<file path="config.mk">
export PLATFORM = sky130hd
export DESIGN_NAME = protection_unit_io_command_handler
export DESIGN_NICKNAME = d
export VERILOG_FILES = /design/src/core/protection_unit_io_command_handler.v
export VERILOG_INCLUDE_DIRS = /design/src /design/src/core
export SDC_FILE = /design/constraint.sdc
export NUM_CORES = 1
export LEC_CHECK = 0
export BUFFER_PORTS_ARGS = -buffer_cell sky130_fd_sc_hd__buf_2
export CAP_MARGIN = 30
export CORE_MARGIN = 2
export CORE_UTILIZATION = 25
export DETAILED_ROUTE_END_ITERATION = 10
export SLEW_MARGIN = 20
export SYNTH_ARGS = -nofsm -noshare
export SYNTH_HDL_FRONTEND = slang
export SYNTH_SLANG_ARGS = --single-unit
</file>
<file path="constraint.sdc">
create_clock -name sys_clk -period 2.2 [get_ports sys_clk]
set_clock_uncertainty 0.1 [all_clocks]
set_input_delay 0.44 -clock sys_clk [delete_from_list [all_inputs] [get_ports sys_clk]]
set_output_delay 0.44 -clock sys_clk [all_outputs]
set_load 0.02 [all_outputs]
</file>
<file path="src/core/io_cmd_map.vh">
// Constants of the protection unit I/O command handler
`ifndef IO_CMD_MAP_VH
`define IO_CMD_MAP_VH
`define FC_DISPATCH      6'h21
`define FC_DEVICE_ID     6'h26
`define FC_INVAL_ALL     6'h27
`define FC_INVAL_SEG     6'h29
`define FC_INVAL_PAGE    6'h2B
`define FC_INVAL_IOMEM   6'h2D
`define CHAN_UNIT_LO     10'h010
`define CHAN_UNIT_HI     10'h01F
`define RING_KERNEL      3'h0
// Identity value is arbitrary
`define DEVICE_ID_VALUE  16'hA5C3
`define BASE_BOOT_VALUE  24'h000100
`define REG_BASE_LO      4'h0
`define REG_BASE_HI      4'h1
`define REG_STATUS       4'h2
`define REG_IDENT        4'h3
`define FWD_WORDS        3'h4
`define USED_BIT         0
`define MOD_BIT          1
`endif

</file>
<file path="src/core/protection_unit_io_command_handler.v">
// Function code decode, descriptor updates and peer forwarding of the protection unit
//
// The plain strobed port and the placing of the registers were decided locally.
`timescale 1ns/100ps
`include "io_cmd_map.vh"

module protection_unit_io_command_handler #(
  parameter CHAN_W  = 10,
  parameter BASE_W  = 24,
  parameter DESC_W  = 16,
  parameter COUNT_W = 8
) (
  input  wire                sys_clk,
  input  wire                srst,
  // Command from own processor or peer units
  input  wire                cmdValid,
  input  wire                cmdAbsolute,
  input  wire [5:0]          cmdFunction,
  input  wire [CHAN_W-1:0]   cmdChannel,
  input  wire [15:0]         cmdData,
  input  wire [2:0]          currentRing,
  input  wire [CHAN_W-1:0]   ownChannel,
  // Register-style port
  input  wire [3:0]          regAddr,
  input  wire [15:0]         regWrData,
  input  wire                regWrite,
  input  wire                regRead,
  output reg  [15:0]         regRdData,
  // Command results
  output reg                 inputValid,
  output reg  [15:0]         inputData,
  output reg                 dispatchPulse,
  output reg  [15:0]         dispatchData,
  output reg                 mediateReq,
  output reg  [5:0]          mediateFunction,
  output reg                 invalAll,
  output reg                 invalSeg,
  output reg                 invalPage,
  output reg                 invalIoMem,
  output reg  [15:0]         invalTag,
  // Io load order and forwarding
  input  wire                loadOrder,
  input  wire [3:0]          descUnitChannel,
  input  wire [2:0]          effRing,
  input  wire [DESC_W-1:0]   memDescriptor,
  input  wire [CHAN_W-1:0]   loadChannel,
  output reg                 loadProceed,
  output reg                 fwdValid,
  output reg  [CHAN_W-1:0]   fwdTarget,
  output reg  [2:0]          fwdIndex,
  output reg  [BASE_W-1:0]   fwdWord,
  // Descriptor update (locked read-modify-write)
  input  wire                updReq,
  input  wire                updWrite,
  input  wire                memAck,
  input  wire [DESC_W-1:0]   memRdData,
  output reg                 memLock,
  output reg                 memRead,
  output reg                 memWrite,
  output reg  [DESC_W-1:0]   memWrData,
  output reg                 updDone,
  // Bootstrap state
  output reg  [2:0]          ringState,
  output reg  [BASE_W-1:0]   descBase,
  output reg                 translateAll
);

  // ----------------------------------------
  // Functions
  // ----------------------------------------
  function chanInRange;
    input [CHAN_W-1:0] c;
    begin
      chanInRange = (c >= `CHAN_UNIT_LO) && (c <= `CHAN_UNIT_HI);
    end
  endfunction

  // Peer channel named by the descriptor, placed in the unit band
  function [CHAN_W-1:0] peerTarget;
    input [3:0] low;
    begin
      peerTarget = `CHAN_UNIT_LO | {{(CHAN_W-4){1'b0}}, low};
    end
  endfunction

  // ----------------------------------------
  // Command acceptance
  // ----------------------------------------
  // Own channel outside the unit band never matches, so a bad strap ignores ring-0 processor commands; peer commands still execute
  wire chanMatch = (cmdChannel == ownChannel) && chanInRange(ownChannel);
  wire kernelCmd = !cmdAbsolute && (currentRing == `RING_KERNEL);
  // Peer commands carry no permission or mapping check
  wire execCmd   = cmdValid && (cmdAbsolute || (kernelCmd && chanMatch));
  wire outputDir = cmdFunction[0];

  always @(posedge sys_clk) begin
    if (srst) begin
      inputValid      <= 1'b0;
      inputData       <= 16'h0000;
      dispatchPulse   <= 1'b0;
      dispatchData    <= 16'h0000;
      mediateReq      <= 1'b0;
      mediateFunction <= 6'h00;
      invalAll        <= 1'b0;
      invalSeg        <= 1'b0;
      invalPage       <= 1'b0;
      invalIoMem      <= 1'b0;
      invalTag        <= 16'h0000;
    end else begin
      inputValid    <= 1'b0;
      dispatchPulse <= 1'b0;
      mediateReq    <= 1'b0;
      invalAll      <= 1'b0;
      invalSeg      <= 1'b0;
      invalPage     <= 1'b0;
      invalIoMem    <= 1'b0;
      if (cmdValid && !cmdAbsolute && (currentRing != `RING_KERNEL)) begin
        mediateReq      <= 1'b1;
        mediateFunction <= cmdFunction;
      end
      if (execCmd) begin
        case (cmdFunction)
          `FC_DISPATCH: begin
            dispatchPulse <= 1'b1;
            dispatchData  <= cmdData;
          end
          `FC_DEVICE_ID: begin
            if (!outputDir) begin
              inputValid <= 1'b1;
              inputData  <= `DEVICE_ID_VALUE;
            end
          end
          `FC_INVAL_ALL: invalAll <= 1'b1;
          `FC_INVAL_SEG: begin
            invalSeg <= 1'b1;
            invalTag <= cmdData;
          end
          `FC_INVAL_PAGE: begin
            invalPage <= 1'b1;
            invalTag  <= cmdData;
          end
          `FC_INVAL_IOMEM: begin
            invalIoMem <= 1'b1;
            invalTag   <= cmdData;
          end
          default: ;
        endcase
      end
    end
  end

  // ----------------------------------------
  // Load order check and peer forwarding
  // ----------------------------------------
  // Forward sequence: base register, ring, channel, memory descriptor
  reg                fwdBusy;
  reg [2:0]          fwdSlot;
  reg [BASE_W-1:0]   fwdBase;
  reg [2:0]          fwdRing;
  reg [CHAN_W-1:0]   fwdChan;
  reg [DESC_W-1:0]   fwdDesc;
  reg [BASE_W-1:0]   next_fwdWord;

  always @* begin
    case (fwdSlot)
      3'h0:    next_fwdWord = fwdBase;
      3'h1:    next_fwdWord = {{(BASE_W-3){1'b0}}, fwdRing};
      3'h2:    next_fwdWord = {{(BASE_W-CHAN_W){1'b0}}, fwdChan};
      default: next_fwdWord = {{(BASE_W-DESC_W){1'b0}}, fwdDesc};
    endcase
  end

  // ----------------------------------------
  // Forward sequencer
  // ----------------------------------------
  // Index leaves with its own word so the peer can tell the four apart
  always @(posedge sys_clk) begin
    if (srst) begin
      loadProceed <= 1'b0;
      fwdValid    <= 1'b0;
      fwdBusy     <= 1'b0;
      fwdSlot     <= 3'h0;
      fwdTarget   <= {CHAN_W{1'b0}};
      fwdIndex    <= 3'h0;
      fwdWord     <= {BASE_W{1'b0}};
      fwdBase     <= {BASE_W{1'b0}};
      fwdRing     <= 3'h0;
      fwdChan     <= {CHAN_W{1'b0}};
      fwdDesc     <= {DESC_W{1'b0}};
    end else begin
      loadProceed <= 1'b0;
      fwdValid    <= 1'b0;
      if (fwdBusy) begin
        fwdValid <= 1'b1;
        fwdWord  <= next_fwdWord;
        fwdIndex <= fwdSlot;
        if (fwdSlot == `FWD_WORDS - 3'h1) begin
          fwdBusy <= 1'b0;
        end
        fwdSlot  <= fwdSlot + 3'h1;
      end else if (loadOrder) begin
        if (ownChannel[3:0] == descUnitChannel) begin
          loadProceed <= 1'b1;
        end else begin
          // Peer on the device's bus does the mediation
          fwdBusy   <= 1'b1;
          fwdSlot   <= 3'h0;
          fwdTarget <= peerTarget(descUnitChannel);
          fwdBase   <= descBase;
          fwdRing   <= effRing;
          fwdChan   <= loadChannel;
          fwdDesc   <= memDescriptor;
        end
      end
    end
  end

  // ----------------------------------------
  // Locked descriptor update
  // ----------------------------------------
  localparam ST_IDLE  = 4'b0001;
  localparam ST_READ  = 4'b0010;
  localparam ST_WRITE = 4'b0100;
  localparam ST_DONE  = 4'b1000;

  reg [3:0]        updState;
  reg [DESC_W-1:0] next_desc;
  reg              updIsWrite;

  wire updBusy = (updState != ST_IDLE);

  // ----------------------------------------
  // Descriptor merge
  // ----------------------------------------
  // Only used, modified and count fields are ever touched
  always @* begin
    next_desc = memRdData;
    next_desc[`USED_BIT] = 1'b1;
    if (updIsWrite) begin
      next_desc[`MOD_BIT] = 1'b1;
    end
    next_desc[DESC_W-1 -: COUNT_W] = memRdData[DESC_W-1 -: COUNT_W] + {{(COUNT_W-1){1'b0}}, 1'b1};
  end

  // ----------------------------------------
  // Update sequencer
  // ----------------------------------------
  // A request while a sequence runs is ignored
  always @(posedge sys_clk) begin
    if (srst) begin
      updState   <= ST_IDLE;
      updIsWrite <= 1'b0;
      memLock    <= 1'b0;
      memRead    <= 1'b0;
      memWrite   <= 1'b0;
      memWrData  <= {DESC_W{1'b0}};
      updDone    <= 1'b0;
    end else begin
      updDone <= 1'b0;
      case (updState)
        ST_IDLE: begin
          if (updReq) begin
            updIsWrite <= updWrite;
            memLock    <= 1'b1;
            memRead    <= 1'b1;
            updState   <= ST_READ;
          end
        end
        ST_READ: begin
          if (memAck) begin
            memRead   <= 1'b0;
            memWrite  <= 1'b1;
            memWrData <= next_desc;
            updState  <= ST_WRITE;
          end
        end
        ST_WRITE: begin
          if (memAck) begin
            memWrite <= 1'b0;
            // Lock released only after the write lands
            memLock  <= 1'b0;
            updState <= ST_DONE;
          end
        end
        ST_DONE: begin
          updDone  <= 1'b1;
          updState <= ST_IDLE;
        end
        default: updState <= ST_IDLE;
      endcase
    end
  end

  // ----------------------------------------
  // Bootstrap state
  // ----------------------------------------
  // No interrupt path exists; save area and return need no special case
  // Ring follows the processor once out of reset
  always @(posedge sys_clk) begin
    if (srst) begin
      ringState    <= `RING_KERNEL;
      translateAll <= 1'b1;
    end else begin
      ringState    <= currentRing;
      translateAll <= 1'b1;
    end
  end

  // ----------------------------------------
  // Descriptor base register writes
  // ----------------------------------------
  always @(posedge sys_clk) begin
    if (srst) begin
      descBase <= `BASE_BOOT_VALUE;
    end else begin
      if (regWrite && (regAddr == `REG_BASE_LO)) begin
        descBase[15:0] <= regWrData;
      end
      if (regWrite && (regAddr == `REG_BASE_HI)) begin
        descBase[BASE_W-1:16] <= regWrData[BASE_W-17:0];
      end
    end
  end

  // ----------------------------------------
  // Register read
  // ----------------------------------------
  // Read data stands one cycle only, zero otherwise
  // Status: busy, forwarding, translate, ring
  wire [15:0] statusWord = {9'h000, updBusy, fwdBusy, translateAll, 1'b0, ringState};
  reg  [15:0] next_regRdData;

  always @* begin
    next_regRdData = 16'h0000;
    if (regRead) begin
      case (regAddr)
        `REG_BASE_LO: next_regRdData = descBase[15:0];
        `REG_BASE_HI: next_regRdData = {{(32-BASE_W){1'b0}}, descBase[BASE_W-1:16]};
        `REG_STATUS:  next_regRdData = statusWord;
        `REG_IDENT:   next_regRdData = `DEVICE_ID_VALUE;
        default:      next_regRdData = 16'h0000;
      endcase
    end
  end

  always @(posedge sys_clk) begin
    if (srst) begin
      regRdData <= 16'h0000;
    end else begin
      regRdData <= next_regRdData;
    end
  end

endmodule // protection_unit_io_command_handler

</file>
=== Word level (Yosys, flattened, before mapping) ===
Cells that the tools add are included.

* Bits in registers: 205
* Bits in latches: 0
* Bits in writable memories: 0
* Memory bits (read-only): 0
* Input bits: 124
* Word-level logic and storage cells: 132
* Memories kept: 0

* Add/subtract/negate cells: 2
* Multiply operators: 0
* Div/mod/pow operators: 0
* $lt $le $gt $ge: 2
* Eq/ne operators: 23
* Shift operators: 0
* Muxes and demuxes: 30
* Bitwise logic cells: 7
* Reductions and logical operators: 35

{| class="wikitable"
|+ Operators by type and width
! operator !! number
|-
| 24-bit one-hot mux with 3 select lines || 1
|-
| 16-bit one-hot mux with 4 select lines || 1
|-
| 6-bit == test (second input constant) || 6
|-
| 1-bit two-way mux || 18
|-
| 3-bit AND reduction || 6
|-
| 4-bit by 2-bit == test with 1-bit output (second input constant) || 3
|-
| 4-bit two-way mux || 3
|-
| 4-bit one-hot mux with 3 select lines || 1
|-
| 10-bit == test || 1
|-
| 10-bit by 5-bit >= comparator with 1-bit output (second input constant) || 1
|-
| 10-bit by 5-bit <= comparator with 1-bit output (second input constant) || 1
|-
| 2-bit AND reduction || 5
|-
| 1-bit logical AND || 9
|-
| 3-bit two-way mux || 3
|-
| 3-bit OR reduction || 3
|-
| 8-bit by 1-bit adder with 8-bit output (second input constant) || 1
|-
| 4-bit by 1-bit == test with 1-bit output (second input constant) || 2
|-
| 2-bit inequality test (second input constant) || 4
|-
| 2-bit nonzero test || 4
|-
| 1-bit inverter || 7
|-
| 3-bit by 2-bit == test with 1-bit output (second input constant) || 2
|-
| 3-bit zero test || 2
|-
| 1-bit one-hot mux with 2 select lines || 3
|-
| 4-bit by 3-bit == test with 1-bit output (second input constant) || 1
|-
| other kinds (10) || 11
|}

=== Logic depth before layout (Yosys ltp) ===
Gate-level depths: netlist (run 1).

* Depth after elaboration: 8
* Mapped depth: 8
* Depth with buffers taken out: 6

=== Worst setup path before layout (run 1) ===
OpenSTA, ideal clock, no wires.

* Kind: input to register
* Start point: input port ownChannel[5]
* End point: register invalTag[10]
* Data arrival time: 1.895 ns
* Data required time: 2.028 ns
* Slack: 0.133 ns
* Stages: 6
* Path buffers: 1
* Cells stage by stage: nor4b_2 nand4b_1 or3_4 a21boi_2 buf_8 mux2i_1

* Cells in the longest elaborated chain, start to end: 7
* Elaborated cells on any way between the ends: 9
* Classes of those cells: order compare (2); eq/ne (1); reduce/logical (6)

{| class="wikitable"
|+ Ends and longest elaborated chain
! item !! line !! source
|-
| start, declared || protection_unit_io_command_handler.v:22 || <nowiki>input wire [CHAN_W-1:0] ownChannel,</nowiki>
|-
| 10-bit by 5-bit >= comparator with 1-bit output (no source line) / 10-bit by 5-bit <= comparator with 1-bit output (equally long branches) || n/a ||
|-
| 1-bit logical AND || protection_unit_io_command_handler.v:74 || <nowiki>chanInRange = (c >= `CHAN_UNIT_LO) && (c <= `CHAN_UNIT_HI);</nowiki>
|-
| 1-bit logical AND (*) || protection_unit_io_command_handler.v:90 || <nowiki>wire chanMatch = (cmdChannel == ownChannel) && chanInRange(ownChannel);</nowiki>
|-
| 1-bit logical AND (*) || protection_unit_io_command_handler.v:93 || <nowiki>wire execCmd = cmdValid && (cmdAbsolute || (kernelCmd && chanMatch));</nowiki>
|-
| 1-bit logical OR (*) || protection_unit_io_command_handler.v:93 ||
|-
| 1-bit logical AND (*) || protection_unit_io_command_handler.v:93 ||
|-
| 2-bit AND reduction (no source line) (*) || n/a ||
|-
| end signal, assigned || protection_unit_io_command_handler.v:136 || <nowiki>invalTag <= cmdData;</nowiki>
|-
| end signal, assigned || protection_unit_io_command_handler.v:140 || <nowiki>invalTag <= cmdData;</nowiki>
|-
| end signal, assigned || protection_unit_io_command_handler.v:144 || <nowiki>invalTag <= cmdData;</nowiki>
|-
| end, declared || protection_unit_io_command_handler.v:40 || <nowiki>output reg [15:0] invalTag,</nowiki>
|}

Mark *: on every way between the ends. The rest lies on a longest branch, timed or not.
A chain may end at the register's enable or synchronous reset.

=== Worst setup path after layout (run 1) ===
* Start point: register fwdSlot[1]
* End point: register fwdWord[13]

* Cells in the longest elaborated chain, start to end: 2
* Elaborated cells on any way between the ends: 4
* Classes of those cells: eq/ne (2); mux (1); reduce/logical (1)

{| class="wikitable"
|+ Ends and longest elaborated chain
! item !! line !! source
|-
| start, declared || protection_unit_io_command_handler.v:157 || <nowiki>reg [2:0] fwdSlot;</nowiki>
|-
| start signal, assigned || protection_unit_io_command_handler.v:200 || <nowiki>fwdSlot <= fwdSlot + 3'h1;</nowiki>
|-
| 3-bit by 2-bit == test with 1-bit output, or another cell as far along || protection_unit_io_command_handler.v:165 || <nowiki>case (fwdSlot)</nowiki>
|-
| 24-bit one-hot mux with 3 select lines (*) || protection_unit_io_command_handler.v:165 ||
|-
| end signal, assigned || protection_unit_io_command_handler.v:185 || <nowiki>fwdWord <= {BASE_W{1'b0}};</nowiki>
|-
| end signal, assigned || protection_unit_io_command_handler.v:195 || <nowiki>fwdWord <= next_fwdWord;</nowiki>
|-
| end, declared || protection_unit_io_command_handler.v:51 || <nowiki>output reg [BASE_W-1:0] fwdWord,</nowiki>
|}

Marks and branches as above.

==> results of run 1 <==
-- metrics by stage --
step | utilization, % | area (sq um) | TNS [ps]
CTS | 33.8 | 10700 | 0
detailed placement | 31.0 | 9800 | -1960
global route | 33.8 | 10700 | 0
finish | 33.8 | 10700 | 0
global placement | 31.0 | 9800 | -133
floorplan | - | 8110 | 0
-- layout make-up --
cell class / count / area, sq um
clock buffers: 35 / 713
multi-input cells: 638 / 3570
flip-flops and latches: 205 / 4110
repair buffers: 297 / 1610
diodes: 1 / 2.50
inverters: 5 / 18.8
well taps: 402 / 503
fillers: 3345 / 21000
clock inverters: 11 / 169
-- power by group through the flow --
stage	registers [mW]	clock network (mW)	logic [mW]
after detailed placement	3.97	0	0.864
after global placement	3.97	0	0.854
after global routing	3.90	4.66	0.941
final	3.89	4.36	0.853
after floorplan	4.04	0	0.439
after CTS	3.89	4.50	0.866
-- metal layers --
metal  vias up  wire (um)  part of all wire (%)
met5         -         14                 0.056
met1      3238      11400                    46
met3        35       1940                   7.8
met2       246      11100                    45
li1       3574          -                     -
met4         4        420                   1.7
-- cell families (layout without fill, tap and decap cells) --
logic type,count (synthesis),after routing,share of synthesized area (%)
fa+ha+maj,6,6,0.931
xor+xnor,15,15,1.63
buf+inv,89,348,5.53
other cells,2,15,0.0932
mux,56,56,6.98
flops,205,205,50.9
compound gates,169,169,12.2
simple gates,378,378,21.7
-- critical path: stages, from the launching register on --
cell	delay, ps
dfxtp_1	350
inv_1	90
ha_1	470
nor2b_1	240
buf_4	250
a22oi_1	170
a211oi_1	240
-- sequential cells by signal, indices dropped and copies added, names as in the netlist, 3 cells and up --
register and count:
descBase 24, fwdBase 24, fwdWord 24, dispatchData 16
fwdDesc 16, invalTag 16, memWrData 16, regRdData 16
fwdChan 10, mediateFunction 6, fwdTarget 5, updState 4
fwdIndex 3, fwdRing 3, fwdSlot 3, ringState 3
-- worst paths after layout --
kind | endpoint | depth (start not counted)
worst max-delay path | fwdWord[13] | 6
worst min-delay path | ringState[2] | 2
worst max register to register | fwdWord[13] | 6
worst min register to register | memWrData[9] | 2
-- layout by cell type, fill, tap and decap left out, drive strengths merged, types with 3 or more instances in the layout --
cell type	synthesis	routed
a222oi	3	3
a211oi	23	23
nor2b	9	9
xnor2	12	12
nand3b	4	4
clkinv	0	4
o22ai	3	3
conb	2	14
dfxtp	205	205
nor3	8	8
buf	30	297
a21oi	114	114
nand3	16	16
inv	5	7
and3	7	7
nand2	171	171
nor2	82	82
nand2b	58	58
a22oi	15	15
ha	6	6
mux2i	54	54
nor4	5	5
nor4b	5	5
clkbuf	54	35
xor2	3	3
bufinv	0	4
o21ai	4	4
==> results.json, run 1 <==
{
  "grt_max_degree": 60,
  "synthCells": 920,
  "synth.avg_cell_area_sq_um": 8.76,
  "p_sw_mw": 2.22,
  "worstSetupPathType": "reg2reg",
  "worst_ep_arrival_time_ps": 2330,
  "grt_first_pass_wirelength_um": 37900,
  "synth_ff_type": "dfxtp_1",
  "h-tree-depth": 1,
  "post_cts_resized": 0,
  "met3_usage_pct": 3.88,
  "post_cts_buffers": 0,
  "maxSlewHeadroom_pct": 57.6,
  "synth-edff-count": 0,
  "antenna_found_initial": 2,
  "fin_nets": 1302,
  "place_inst": 1547,
  "coreArea_sq_um": 31600,
  "rsz0062_at_grt": "no",
  "crit_start": "fwdSlot[1]",
  "cts.path.max_buffers": 3,
  "synth_area_leader_cell": "dfxtp_1",
  "synth_top_area_share_pct": 50.9,
  "cts.sinks": 205,
  "ios": 288,
  "clock_power_share_pct": 47.9,
  "hp-class": "in2reg",
  "use_met1_pct": 19.2,
  "cp.required_ps": 2540,
  "peakVddDrop_mv": 0.532,
  "ant_nets": 0,
  "drc_errors": 0,
  "dr.pass1.iters": 7,
  "drive_gt1_share_pct": 29.5,
  "synth_area_leaders": "dfxtp_1 (51%), nand2_1 (8.0%), a21oi_1 (7.1%)",
  "switching_share_pct": 24.4,
  "cts_made_buffers": 25,
  "p_per_area_nw_per_um2": 852,
  "hold_viol": 0,
  "worstSetupStartpointType": "register",
  "row_count": 65,
  "portBuffers": 272,
  "synth_cell_types": 46,
  "leakage_nw": 4.69,
  "synthArstFlopShare_pct": 0,
  "fp.dieH_um": 184,
  "track_usage_pct": 14.3,
  "synth_common_cells": "dfxtp_1 (205), nand2_1 (171), a21oi_1 (114), nor2_1 (82), nand2b_1 (58)",
  "grt_pass1_vias": 6689,
  "finalSetupViolCount": 0,
  "p_total_mw": 9.10,
  "cts_hold_buf": 0,
  "maxSlewViolCount": 0,
  "wire_per_inst_um": 15.7,
  "clock.fmax_mhz": 501,
  "dp_slack_ps": -103,
  "wirelength_um": 25000,
  "yosysMostFrequentCell": "dfxtp_1",
  "synth_warnings": 0,
  "timing.rr.start": "fwdSlot[1]",
  "drt_iter0_drc": 317,
  "setup_slack_ps": 206,
  "die_area_sq_um": 33700,
  "avgViaCountPerCell": 4.45,
  "start_util_pct": 25.5,
  "yosysSeqAreaShare_pct": 50.9,
  "dp_hpwl_um": 18400,
  "combPwrFrac_pct": 9.4,
  "fin_crit_sh_pct": 90.6,
  "use_met2_pct": 22.7,
  "cp_max_fo": 13,
  "p_int_mw": 6.88,
  "worst_pin_slew_ps": 634,
  "endpoint_kind": "register",
  "area_growth_pct": 32.6,
  "syn_area_sq_um": 8060,
  "maxCapViolCount": 0,
  "ys_seq_elements": 205,
  "grt_overflow": 0,
  "tritoncts": "built",
  "gp_congestion": 0.783,
  "clk_latency_ps": 520,
  "clkTransAtPathRegs_ps": 60,
  "final_cells": 1594,
  "worst_hold_slack_ps": 44.8,
  "status": "completed",
  "power_frac_seq_pct": 42.7,
  "final.min_clock_period_ps": 1990,
  "hold_path.startpoint": "currentRing[2]",
  "vias": 7097,
  "top_usage_layer": "met2",
  "die_x_um": 184,
  "cts_root_buffer": "clkbuf_16",
  "regToRegSetupSlack_ps": 210
}
Power figures use the tool's default switching activity.
==> run 2: changes to the inputs <==
--- a/config.mk
+++ b/config.mk
@@ -8,6 +8,7 @@
 export LEC_CHECK = 0
 export BUFFER_PORTS_ARGS = -buffer_cell sky130_fd_sc_hd__buf_2
 export CAP_MARGIN = 30
+export CORE_ASPECT_RATIO = 1.1
 export CORE_MARGIN = 2
 export CORE_UTILIZATION = 25
 export DETAILED_ROUTE_END_ITERATION = 10
==> results.json, run 2 (synthesis results as in run 1) <==
{
  "clock.fmax_mhz": 490,
  "wirelength_um": 24200,
  "worst_ep_arrival_time_ps": 2350,
  "path_cells": "inv_1, ha_1, o31ai_2, buf_4, a21oi_1, a211oi_1",
  "grt_first_pass_wirelength_um": 37300,
  "hold_viol": 0,
  "drc_errors": 0,
  "cts.path.max_buffers": 3,
  "ant_nets": 0,
  "nFillCells": 3331,
  "start_util_pct": 25.5,
  "hold_depth": 3,
  "post_cts_buffers": 0,
  "maxCapViolCount": 0,
  "final.min_clock_period_ps": 2040,
  "worst-path-buf-inv": 2,
  "hold_path.startpoint": "regWrData[8]",
  "wire_per_inst_um": 15.1,
  "cp_max_fo": 16,
  "cts_root_buffer": "clkbuf_16",
  "gp_congestion": 0.788,
  "crit_family": "compound AO/OA/AOI/OAI gates",
  "drt_iter0_drc": 369,
  "row_count": 68,
  "diodes": 0,
  "maxSlewViolCount": 0,
  "fin_crit_sh_pct": 92.8,
  "cts.sinks": 205,
  "holdPathEnd": "descBase[8]",
  "finalSetupViolCount": 0,
  "cts_made_buffers": 22,
  "r2r_end": "fwdWord[3]",
  "grt_overflow": 0,
  "h-tree-depth": 1,
  "clkTransAtPathRegs_ps": 60,
  "setup_slack_ps": 159,
  "regToRegSetupSlack_ps": 160,
  "dp_slack_ps": -82.7,
  "hp-class": "in2reg",
  "track_usage_pct": 13.8,
  "ios": 288,
  "worst_pin_slew_ps": 610,
  "peakVddDrop_mv": 0.425,
  "grt_max_degree": 87,
  "post_cts_resized": 0,
  "status": "completed",
  "tritoncts": "built",
  "coreArea_sq_um": 31600,
  "tns_ps": 0,
  "endpoint_kind": "register",
  "antenna_found_initial": 2,
  "worstSetupStartpointType": "register",
  "placed_area_sq_um": 9880,
  "worstRegToRegCells": 6,
  "slowest_delay_ps": 430,
  "leakage_nw": 4.62,
  "die_area_sq_um": 33700,
  "avgViaCountPerCell": 4.40,
  "crit_start": "fwdSlot[0]",
  "cts_hold_buf": 0,
  "vias": 7065,
  "cp.required_ps": 2510,
  "final_cells": 1604,
  "crit_slowest_cell": "dfxtp_1",
  "clk_latency_ps": 500,
  "rsz0062_at_grt": "no",
  "die_x_um": 175,
  "place_inst": 1568,
  "maxSlewHeadroom_pct": 59.2,
  "dp_hpwl_um": 17800,
  "p_total_mw": 8.39,
  "fin_nets": 1302,
  "final_common_cell": "buf_2",
  "grt_pass1_vias": 6730,
  "fp.dieH_um": 192,
  "final_area_sq_um": 10600,
  "portBuffers": 272,
  "drive_gt1_share_pct": 29.0,
  "worstSetupPathType": "reg2reg",
  "dr.pass1.iters": 5,
  "final_cell_mix": "buf_2 (271), dfxtp_1 (204), nand2_1 (171), a21oi_1 (114), nor2_1 (82)",
  "area_growth_pct": 31.3,
  "p_per_area_nw_per_um2": 792,
  "reg_top3": "descBase (24), fwdBase (24), fwdWord (24)",
  "timing.rr.start": "fwdSlot[0]"
}
## run 2: changes by cell type in the layout (fill, tap and decap cells not counted), moves of 2 or more
cell	previous run	this run
buf_12	4	7
bufinv_16	4	1
clkbuf_16	25	23
clkinv_2	3	1
inv_6	2	0
## run 2: how the worst max path moves through the flow
stage / to / cells past startpoint
2_1_floorplan: invalTag[10] / 6
6_report: fwdWord[3] / 6
5_1_grt: fwdWord[3] / 6
4_1_cts: fwdWord[3] / 6
3_5_place_dp: invalTag[4] / 7
3_3_place_gp: invalTag[10] / 7
## run 2: tightest hold or removal path, cell delays in order
cell and delay (ps):
buf_2 80, nand2_1 40, nand3b_1 70
## run 2: per-stage QoR
step / util, % / hold WS (ps)
6_report: 33.5 / 59.4
5_1_grt: 33.5 / 47.7
4_1_cts: 33.5 / 36.1
3_5_place_dp: 31.3 / 347
3_3_place_gp: 31.3 / 339
2_1_floorplan: - / 336
## run 2: report_power, final
part | internal, mW | switching, mW | total (mW) | leakage (nW)
clock network | 2.18 | 1.45 | 3.63 | 0.345
logic | 0.329 | 0.532 | 0.862 | 2.62
registers | 3.82 | 0.0699 | 3.89 | 1.66
## run 2: layout make-up
type                    count  area [sq um]  area share [%]
multi-input cells         638          3570            33.7
clock buffers              34           667            6.30
well taps                 420           526            4.96
flip-flops and latches    205          4110            38.8
repair buffers            300          1670            15.7
clock inverters             2          35.0           0.331
inverters                   5          18.8           0.177
## run 2: routing by layer
metal | vias up | global-route usage [%] | share of wire [%] | wire (um)
li1 | 3557 | - | - | -
met3 | 39 | 2.40 | 6.3 | 1530
met1 | 3249 | 18.5 | 46 | 11100
met5 | - | 0 | 0 | 0
met2 | 220 | 22.5 | 45 | 11000
met4 | 0 | 4.52 | 2.6 | 633
